File: src/mlbm_pkg.sv
package mlbm_pkg;

    // ==========================================================
    // Clock division
    localparam int SYS_DIV = 4;
    localparam logic [1:0] PH_LAST = 2'(SYS_DIV - 1);
    localparam logic [1:0] PH_HALF = 2'(SYS_DIV / 2);

    // ==========================================================
    // Cycle-type codes
    localparam logic [2:0] CODE_GRANT = 3'h7;
    localparam logic [2:0] CODE_WS = 3'h5;
    localparam logic [2:0] CODE_ST = 3'h6;
    localparam int MID_BIT = 1;

    // ==========================================================
    // Line positions; line 0 (address MSB) is bit 15
    localparam int ADDR_TOP = 14;
    localparam int SER_IN_BIT = 15;
    localparam int SER_OUT_BIT = 0;
    localparam logic [15:0] BUS_RESET = 16'h0000;

    // ==========================================================
    // Request kinds and sequencer states
    typedef enum logic [1:0] {
        K_MEM = 2'b00,
        K_IO = 2'b01,
        K_MACRO = 2'b10,
        K_INT = 2'b11
    } mlbm_kind_e;

    typedef enum logic [2:0] {
        S_IDLE = 3'b000,
        S_ADDR = 3'b001,
        S_DATA = 3'b010,
        S_HCODE = 3'b011,
        S_HFALL = 3'b100,
        S_HOLD = 3'b101
    } mlbm_state_e;

endpackage

File: src/mlbm_master.sv
`timescale 1ns/1ps
// Contract
// - System clock output is input divided four
// - Address phase drives 15-bit address plus flag
// - Flag is inverted status bit 8; I/O high
// - Workspace/flag-word cycles output status on address
// - Strobe low: lines form 16-bit data bus
// - Others drive on read; we drive on write
// - Serial I/O reads first line, writes last
// - All shared lines float during hold
// - Each cycle opens with one strobe pulse
// - Storage signal and code stable while strobe low
// - Grant code, final strobe fall, then float
// - Storage signal low for memory, else high
// - Storage, read, write strobes float in hold
// - Write strobe low only with valid data
// - Write strobe per memory, serial, parallel, microcode
// - Read strobe low for reads; others drive then
// - Direction valid at cycle start, high reads
// - Drive data when direction low, else float
// - Ready low inserts wait states, sampled each state
// - Bus request gives grant code, float, resume
// - Cycle-type code floats during hold
module mlbm_master (
    input wire logic clk_sys_in,
    input wire logic resetn_in,
    input wire logic req_in,
    input wire logic [1:0] req_kind_in,
    input wire logic req_write_in,
    input wire logic [2:0] req_code_in,
    input wire logic [14:0] req_addr_in,
    input wire logic req_status8_in,
    input wire logic [15:0] req_wdata_in,
    input wire logic [15:0] req_status_in,
    input wire logic ready_in,
    input wire logic hold_req_n_in,
    input wire logic [15:0] ad_in,
    output logic busy_out,
    output logic done_out,
    output logic [15:0] rdata_out,
    output logic system_clock_out,
    output logic addr_phase_strobe_out,
    output logic strobe_oe_n_out,
    output logic [15:0] ad_out,
    output logic ad_oe_n_out,
    output logic storage_cycle_n_out,
    output logic read_strobe_n_out,
    output logic write_strobe_n_out,
    output logic direction_out,
    output logic ctl_oe_n_out,
    output logic [2:0] cycle_type_code_out,
    output logic code_oe_n_out
);

    // ==========================================================
    // Helpers
    function automatic logic write_ok(input logic [1:0] k, input logic [2:0] c,
                                      input logic top);
        write_ok = (k == mlbm_pkg::K_MEM) ||
                   (k == mlbm_pkg::K_IO && c[mlbm_pkg::MID_BIT]) ||
                   (k == mlbm_pkg::K_MACRO && !c[mlbm_pkg::MID_BIT]);
        if (k == mlbm_pkg::K_IO && !top && !c[mlbm_pkg::MID_BIT])
            write_ok = 1'b0;
    endfunction

    function automatic logic is_serial(input logic [1:0] k, input logic top);
        is_serial = (k == mlbm_pkg::K_IO) && !top;
    endfunction

    // ==========================================================
    // Synchronisers; first stages feed only second stages
    logic ready_m, ready_s, hold_m, hold_n_s;
    logic [15:0] ad_m, ad_s;

    always_ff @(posedge clk_sys_in)
    begin
        ready_m <= ready_in;
        ready_s <= ready_m;
        hold_m <= hold_req_n_in;
        hold_n_s <= hold_m;
        ad_m <= ad_in;
        ad_s <= ad_m;
    end

    // ==========================================================
    // Divide by four; one bus state per system clock period
    logic [1:0] ph;
    wire [1:0] next_ph = 2'(ph + 2'h1);
    wire tick = (ph == mlbm_pkg::PH_LAST);

    always_ff @(posedge clk_sys_in)
    begin
        if (!resetn_in)
        begin
            ph <= 2'h0;
            system_clock_out <= 1'b1;
        end
        else
        begin
            ph <= next_ph;
            system_clock_out <= (next_ph < mlbm_pkg::PH_HALF);
        end
    end

    // ==========================================================
    // Request latch
    mlbm_pkg::mlbm_state_e state, next_state;
    logic [1:0] lr_kind;
    logic lr_write, lr_s8;
    logic [2:0] lr_code;
    logic [14:0] lr_addr;
    logic [15:0] lr_wdata, lr_status;
    wire take = tick && state == mlbm_pkg::S_IDLE && hold_n_s && req_in;

    always_ff @(posedge clk_sys_in)
    begin
        if (!resetn_in)
        begin
            lr_kind <= mlbm_pkg::K_INT;
            lr_write <= 1'b0;
            lr_s8 <= 1'b0;
            lr_code <= 3'h0;
            lr_addr <= 15'h0000;
            lr_wdata <= mlbm_pkg::BUS_RESET;
            lr_status <= mlbm_pkg::BUS_RESET;
        end
        else if (take)
        begin
            lr_kind <= req_kind_in;
            lr_write <= req_write_in;
            lr_s8 <= req_status8_in;
            lr_code <= req_code_in;
            lr_addr <= req_addr_in;
            lr_wdata <= req_wdata_in;
            lr_status <= req_status_in;
        end
    end

    // ==========================================================
    // Sequencer; hold request wins over a new cycle at idle
    always_comb
    begin
        next_state = state;
        case (state)
            mlbm_pkg::S_IDLE:
                if (!hold_n_s)
                    next_state = mlbm_pkg::S_HCODE;
                else if (req_in)
                    next_state = mlbm_pkg::S_ADDR;
            mlbm_pkg::S_ADDR:
                next_state = mlbm_pkg::S_DATA;
            mlbm_pkg::S_DATA:
                if (ready_s)
                    next_state = mlbm_pkg::S_IDLE;
            mlbm_pkg::S_HCODE:
                next_state = mlbm_pkg::S_HFALL;
            mlbm_pkg::S_HFALL:
                next_state = mlbm_pkg::S_HOLD;
            mlbm_pkg::S_HOLD:
                if (hold_n_s)
                    next_state = mlbm_pkg::S_IDLE;
            default:
                next_state = mlbm_pkg::S_IDLE;
        endcase
    end

    // ==========================================================
    // Next pin values; fields come from the inputs on the take tick
    wire in_idle = (state == mlbm_pkg::S_IDLE);
    wire [1:0] f_kind = in_idle ? req_kind_in : lr_kind;
    wire f_write = in_idle ? req_write_in : lr_write;
    wire [2:0] f_code = in_idle ? req_code_in : lr_code;
    wire [14:0] f_addr = in_idle ? req_addr_in : lr_addr;
    wire f_s8 = in_idle ? req_status8_in : lr_s8;
    wire [15:0] f_stat = in_idle ? req_status_in : lr_status;
    wire f_top = f_addr[mlbm_pkg::ADDR_TOP];
    wire f_int = (f_kind == mlbm_pkg::K_INT);
    wire f_mem = (f_kind == mlbm_pkg::K_MEM);
    wire f_ser = is_serial(f_kind, f_top);
    wire f_rd = !f_write && !f_int;
    wire f_wr = f_write && !f_int && write_ok(f_kind, f_code, f_top);
    wire f_stcyc = (f_code == mlbm_pkg::CODE_WS) || (f_code == mlbm_pkg::CODE_ST);
    wire f_flag = f_mem ? !f_s8 : 1'b1;
    wire [15:0] f_abus = f_stcyc ? f_stat : {f_addr, f_flag};
    wire [15:0] f_sw = lr_wdata[0] ? 16'h0001 : 16'h0000;
    wire [15:0] f_dbus = f_ser ? (f_sw << mlbm_pkg::SER_OUT_BIT) : lr_wdata;

    wire ns_addr = (next_state == mlbm_pkg::S_ADDR);
    wire ns_data = (next_state == mlbm_pkg::S_DATA);
    wire ns_hcode = (next_state == mlbm_pkg::S_HCODE);
    wire ns_hold = (next_state == mlbm_pkg::S_HOLD);
    wire ns_grant = ns_hcode || (next_state == mlbm_pkg::S_HFALL);

    wire next_dir = f_rd;
    wire next_strobe = ns_addr || ns_hcode;
    wire next_mem_n = ns_addr ? !f_mem : (ns_grant ? 1'b1 : storage_cycle_n_out);
    wire [2:0] next_code = ns_addr ? f_code
                         : (ns_grant ? mlbm_pkg::CODE_GRANT : cycle_type_code_out);
    wire next_rd_n = !(ns_data && f_rd);
    wire next_wr_n = !(ns_data && f_wr);
    wire [15:0] next_ad = ns_addr ? f_abus : (ns_data ? f_dbus : ad_out);
    // Lines float unless an address phase or a data phase with direction low is next
    wire next_ad_oe_n = !(ns_addr || (ns_data && !direction_out));
    wire [15:0] f_rin = is_serial(lr_kind, lr_addr[mlbm_pkg::ADDR_TOP])
                        ? {15'h0000, ad_s[mlbm_pkg::SER_IN_BIT]} : ad_s;
    wire finish = tick && state == mlbm_pkg::S_DATA && ready_s;

    // ==========================================================
    // Pin registers, loaded once per system clock period
    always_ff @(posedge clk_sys_in)
    begin
        if (!resetn_in)
        begin
            state <= mlbm_pkg::S_IDLE;
            addr_phase_strobe_out <= 1'b0;
            strobe_oe_n_out <= 1'b0;
            ad_out <= mlbm_pkg::BUS_RESET;
            ad_oe_n_out <= 1'b1;
            storage_cycle_n_out <= 1'b1;
            read_strobe_n_out <= 1'b1;
            write_strobe_n_out <= 1'b1;
            direction_out <= 1'b1;
            ctl_oe_n_out <= 1'b0;
            cycle_type_code_out <= mlbm_pkg::CODE_GRANT;
            code_oe_n_out <= 1'b0;
        end
        else if (tick)
        begin
            state <= next_state;
            addr_phase_strobe_out <= next_strobe;
            strobe_oe_n_out <= ns_hold;
            ad_out <= next_ad;
            ad_oe_n_out <= next_ad_oe_n;
            storage_cycle_n_out <= next_mem_n;
            read_strobe_n_out <= next_rd_n;
            write_strobe_n_out <= next_wr_n;
            if (ns_addr)
                direction_out <= next_dir;
            ctl_oe_n_out <= ns_hold;
            cycle_type_code_out <= next_code;
            code_oe_n_out <= ns_hold;
        end
    end

    // Core-side answer; read data captured at the completing edge
    always_ff @(posedge clk_sys_in)
    begin
        if (!resetn_in)
        begin
            busy_out <= 1'b0;
            done_out <= 1'b0;
            rdata_out <= mlbm_pkg::BUS_RESET;
        end
        else
        begin
            done_out <= finish;
            if (take)
                busy_out <= 1'b1;
            else if (finish)
                busy_out <= 1'b0;
            if (finish && !lr_write)
                rdata_out <= f_rin;
        end
    end
endmodule // mlbm_master

File: config.mk
export PLATFORM = sky130hd
export DESIGN_NAME = mlbm_master
export DESIGN_NICKNAME = d
export VERILOG_FILES = /design/src/mlbm_pkg.sv /design/src/mlbm_master.sv
export SDC_FILE = /design/constraint.sdc
export NUM_CORES = 1
export LEC_CHECK = 0
export BUFFER_PORTS_ARGS = -buffer_cell sky130_fd_sc_hd__buf_2
export CORE_ASPECT_RATIO = 1.4
export CORE_UTILIZATION = 56
export CTS_CLUSTER_SIZE = 16
export DETAILED_ROUTE_END_ITERATION = 12
export PLACE_DENSITY = 0.84
export SLEW_MARGIN = 20
export SYNTH_ARGS = -nofsm -noshare
export SYNTH_HDL_FRONTEND = slang
export SYNTH_SLANG_ARGS = --single-unit
File: constraint.sdc
create_clock -name clk_sys_in -period 2.88 [get_ports clk_sys_in]
set_input_delay 0.432 -clock clk_sys_in [delete_from_list [all_inputs] [get_ports clk_sys_in]]
set_output_delay 0.432 -clock clk_sys_in [all_outputs]
set_load 0.02 [all_outputs]
Word level (Yosys, flattened, before mapping)
Cells that the tools add are included.
{ "totals": {"word_cells": 115, "rom_bits": 0, "memories": 0, "output_inout_bits": 47, "input_bits": 75, "mem_bits_rw": 0, "latchBits": 0, "ff_bits": 140} }
{ "classes": {"bitwise": 0, "div_mod_pow": 0, "add_sub_neg": 1, "mux": 25, "n_reduce_logical": 43, "mul": 0, "n_lt_le_gt_ge": 1, "n_eq_ne": 17, "shift": 0} }
{ "op_table": {"columns": ["cell", "n"], "rows": [
  ["two-way mux 16 bit", 6],
  ["two-way mux 3 bit", 7],
  ["== test 3 bit, second input constant", 6],
  ["case mux 3 bit (6 select lines)", 1],
  ["logical AND 1 bit", 17],
  ["two-way mux 15 bit", 1],
  ["== test 3 x 2 -> 1 bit, second input constant", 4],
  ["logical NOT 1 bit", 12],
  ["two-way mux 1 bit", 9],
  ["== test 2 bit, second input constant", 3],
  ["== test 3 x 1 -> 1 bit, second input constant", 2],
  ["logical OR 1 bit", 6],
  ["AND reduction 2 bit", 3],
  ["nonzero test 2 bit", 3],
  ["== test 2 x 1 -> 1 bit, second input constant", 2],
  ["logical NOT 3 bit", 1],
  ["adder 2 x 1 -> 2 bit, second input constant", 1],
  ["logical NOT 2 bit", 1],
  ["< comparator 2 bit, second input constant", 1],
  ["two-way mux 2 bit", 1]
]} }

Longest topological paths before layout
{ "logic_depth": {"word_depth": 10, "depth_mapped": 8, "mapped_depth_nobuf": 5} }

Worst setup path before layout
Ideal clock, no wire load.
{ "synth_timing": {"path_type": "register -> register", "from": "reg ph[0]", "to": "reg rdata_out[11]", "arrival_time_ns": 1.528, "synth_period_minus_slack_ns": 1.660, "setup_ns": 0.132, "path_slack_ns": 1.220, "required_ns": 2.748, "n_path_buf": 3, "stages_incl_launch_ff": 9, "cell_sequence": "dfxtp_1 -> ha_1 -> buf_2 -> nor2b_1 -> clkbuf_1 -> nand4b_1 -> buf_2 -> nand2_1 -> a21oi_1"} }
{ "synth_between": {"elab_chain_len": 4} }
{ "synth_lines": {"columns": ["item", "line", "source"], "rows": [
  ["start, declared", "mlbm_master.sv:87", "logic [1:0] ph;"],
  ["start signal, assigned", "mlbm_master.sv:100", "ph <= next_ph;"],
  ["== test 2 bit", "mlbm_master.sv:89", "wire tick = (ph == mlbm_pkg::PH_LAST);"],
  ["logical AND 1 bit (2 in series)", "mlbm_master.sv:206", "wire finish = tick && state == mlbm_pkg::S_DATA && ready_s;"],
  ["logical AND 1 bit", "mlbm_master.sv:261", "if (finish && !lr_write)"],
  ["end signal, assigned", "mlbm_master.sv:252", "rdata_out <= mlbm_pkg::BUS_RESET;"],
  ["end signal, assigned", "mlbm_master.sv:262", "rdata_out <= f_rin;"],
  ["end, declared", "mlbm_master.sv:40", "output logic [15:0] rdata_out,"]
]} }
No other way between the ends.
A chain may end at the register's enable or synchronous reset.

Worst setup path in the final report
{ "layout_timing": {"from": "reg state[2]", "to": "reg ad_out[3]"} }
{ "layout_between": {"elab_chain_len": 7, "elab_cells_between_ends": 29, "classes_between": "10 x eq/ne; 13 x mux; 6 x reduce/logical"} }
{ "layout_lines": {"columns": ["item", "line", "source"], "rows": [
  ["start, declared", "mlbm_master.sv:107", "mlbm_pkg::mlbm_state_e state, next_state;"],
  ["start signal, assigned", "mlbm_master.sv:214", "state <= mlbm_pkg::S_IDLE;"],
  ["start signal, assigned", "mlbm_master.sv:229", "state <= next_state;"],
  ["branches (longest 7 deep; another with case mux 3 bit (6 select lines))", null, null],
  ["end signal, assigned", "mlbm_master.sv:217", "ad_out <= mlbm_pkg::BUS_RESET;"],
  ["end signal, assigned", "mlbm_master.sv:232", "ad_out <= next_ad;"],
  ["end, declared", "mlbm_master.sv:44", "output logic [15:0] ad_out,"]
]} }
Parallel ways; which one is timed is not known. The select of a mux whose other input is x is not followed.

==> qor.yml <==
global_routing:
  grt_pass1_wl_mm: 18.07
  grt_max_degree: 49
  gr-usage-all-layers_pct: 27.28
  grt-ovfl-total: 0
  grt_pass1_vias: 3839
  antenna_found_initial: 0
synthesis:
  synth_top_family_by_area: "simple AND/OR/NAND/NOR gates"
  synth_edf_count: 0
  ys_ff_latch: 111
  synth_most_common_cell: "dfxtp_1"
  syn_avg_cell_area_um2: 8.723
  syn-cell-area_um2: 4632
  synth.area.top_cells: "dfxtp_1, nand2_1, a21oi_1"
  ys_seq_area_share_pct: 47.97
  yosysTopAreaCellShare_pct: 47.97
  synth_xor_area_share_pct: 0.5673
  yosys_warnings: 0
  dominantRegCellSynth: "dfxtp_1"
  synth_mux_area_share_pct: 1.270
  synth_cell_types: 56
  synth_top_area_cell: "dfxtp_1"
  synth_cells: 531
  synth_fp_nets: 607
  synth_commonest_cells: "dfxtp_1, nand2_1, a21oi_1"
  synthAdderAreaFrac_pct: 0.2701
  async_flop_share_pct: 0
  synthSimpleGateAreaFrac_pct: 23.53
  synth-compound-area-share_pct: 17.94
setup_path:
  critPathMaxFanout: 34
  cp-start-kind: "flop"
  r2r_cells: 4
  critical_path_arrival_ns: 2.58
  ff2ff_setup_slack_ns: 0.60
  critPathKind: "flop to flop"
  r2r_end: "ad_out[3]"
  endpoint_kind: "flop"
  r2r-start: "state[2]"
  required_ns: 3.18
floorplanning:
  dieHeight_um: 109.6
  start_util_pct: 58.69
  die_w_um: 78.87
  row_count: 38
  die_area_um2: 8644
  core_um2: 7893
  ios: 122
timing:
  fin_crit_sh_pct: 79.08
  hold_ws_ns: 0.1527
  skew_ns: 0.006445
  grt_setup_unrepaired: "no"
  fin_crit_ns: 2.277
  slew_violations: 0
  finalSetupViolCount: 0
  tightest_slew_ns: 0.8342
  worst_slack_ns: 0.6026
  max_freq_ghz: 0.4391
  hold_viol: 0
  relSlewSlack_pct: 44.38
  setup_tns_ns: 0
layout:
  postLayoutCoreUtil_pct: 67.80
  stdcell_area_um2: 5351
  fin_nets: 694
  antennaDiodeCount: 0
  layout.cells.non_filler: 722
  syn2layout_area_growth_pct: 15.53
  drive_gt1_share_pct: 27.81
worst_hold_path:
  holdPathStages: 1
  min_to: "ad_m[2]"
  holdCritPathClass: "primary input to flop"
  hp-start: "ad_in[2]"
power_and_ir_drop:
  total_power_mw: 2.788
  p_leak_nw: 2.181
  power.density_nw_per_um2: 521.0
  vdd_ir_drop_max_v: 0.0004345
clock_tree:
  post-cts-setup-buffer-count: 0
  clock_latency_ns: 0.37
  post_cts_resize_count: 0
  cts_made_buffers: 9
  cts.sinks: 111
  cts_max_level: 3
  cts_hold_buf: 0
  clockBufferDepth: 2
  path_clk_slew_ns: 0.10
  cts_tree: "done"
  clock_tree.root_cell: "clkbuf_8"
route:
  route.detailed.drc: 0
  vias_per_cell: 5.762
  vias: 4160
  wl_per_cell_um: 15.60
  antenna_left: 0
  drt_first_pass_iters: 5
  routed_wl_mm: 11.26
  drtIter0Drc: 269
job:
  maxCapViolCount: 0
placed_design:
  hpwl_mm: 8.123
  placed_cell_area_um2: 5162
  finalWeightedCongestion: 0.9283
  pre_cts_slack_ns: 0.6683
  dpl.cell_count: 707
  numPortBuffers: 121
run_status:
  status: "finished clean"
[worst max path at each step]
stage,from,to,slack [ns],cells past startpoint
3_5_place_dp,state[2],ad_out[1],0.67,4
6_report,state[2],ad_out[3],0.60,4
4_1_cts,state[2],ad_out[3],0.64,4
3_3_place_gp,state[2],ad_out[1],0.75,4
2_1_floorplan,ph[0],rdata_out[11],1.22,8
5_1_grt,state[2],ad_out[2],0.45,4
[where the power goes]
part           switching, mW  leakage, nW  total, mW  internal (mW)
Clock                  0.483       0.0964      0.905          0.422
Sequential            0.0255        0.910       1.60           1.58
Combinational          0.172         1.18      0.279          0.107
[placed cells by master, fill, tap and decap left out, types with 2 or more instances in the layout]
cell type	count
dfxtp_1	111
a41oi_2	9
a21oi_1	53
o31a_1	2
o21ai_1	9
nor4b_1	4
clkbuf_8	10
nor2_1	8
clkbuf_1	2
inv_1	34
buf_4	8
mux2_2	2
and2_1	2
nand3_1	40
nand2_1	73
nand2b_1	2
o211ai_1	3
a21o_1	2
xor2_1	2
buf_2	121
o21ai_0	30
a41oi_1	6
a2111oi_0	2
nor4_1	31
a311oi_1	2
and3_1	5
or3b_1	2
nor2b_1	4
nor3_1	3
nand3_2	10
or2_1	3
[registers in the layout, summed over array words and instances, names as in the netlist, 2 cells and up]
register	count
ad_out	16
cycle_type_code_out	3
rdata_out	16
lr_code	3
ph	2
ad_m	16
state	3
ad_s	16
lr_wdata	16
lr_kind	2
[critical path: stages (launching register included)]
cell and delay [ns]:
dfxtp_1 0.67, buf_4 0.42, or2_1 0.69, nand3_1 0.17
a41oi_1 0.25
[layer usage]
layer	track usage (%)	share of wire [%]	routed length [um]
met1	30.90	40	4534
met2	47.52	49	5546
met3	6.805	6.7	757
met4	13.77	3.8	423
met5	0	0	0
[cell type report]
cell class              instances  area, um2
fillers                       664       2541
flip-flops and latches        111       2222
multi-input cells             332       2018
repair buffers                129      665.6
clock buffers                  12      145.1
inverters                      35      131.4
well taps                     100      125.1
clock inverters                 3      43.79
[cells by family (layout without fill, tap and decap cells)]
kind of cell | count (synthesis) | count (layout)
simple gates | 197 | 197
flops | 111 | 111
buf+inv | 88 | 179
fa+ha+maj | 1 | 1
xor+xnor | 3 | 3
mux | 5 | 5
compound gates | 126 | 126
(Power assumes the default switching activity.)
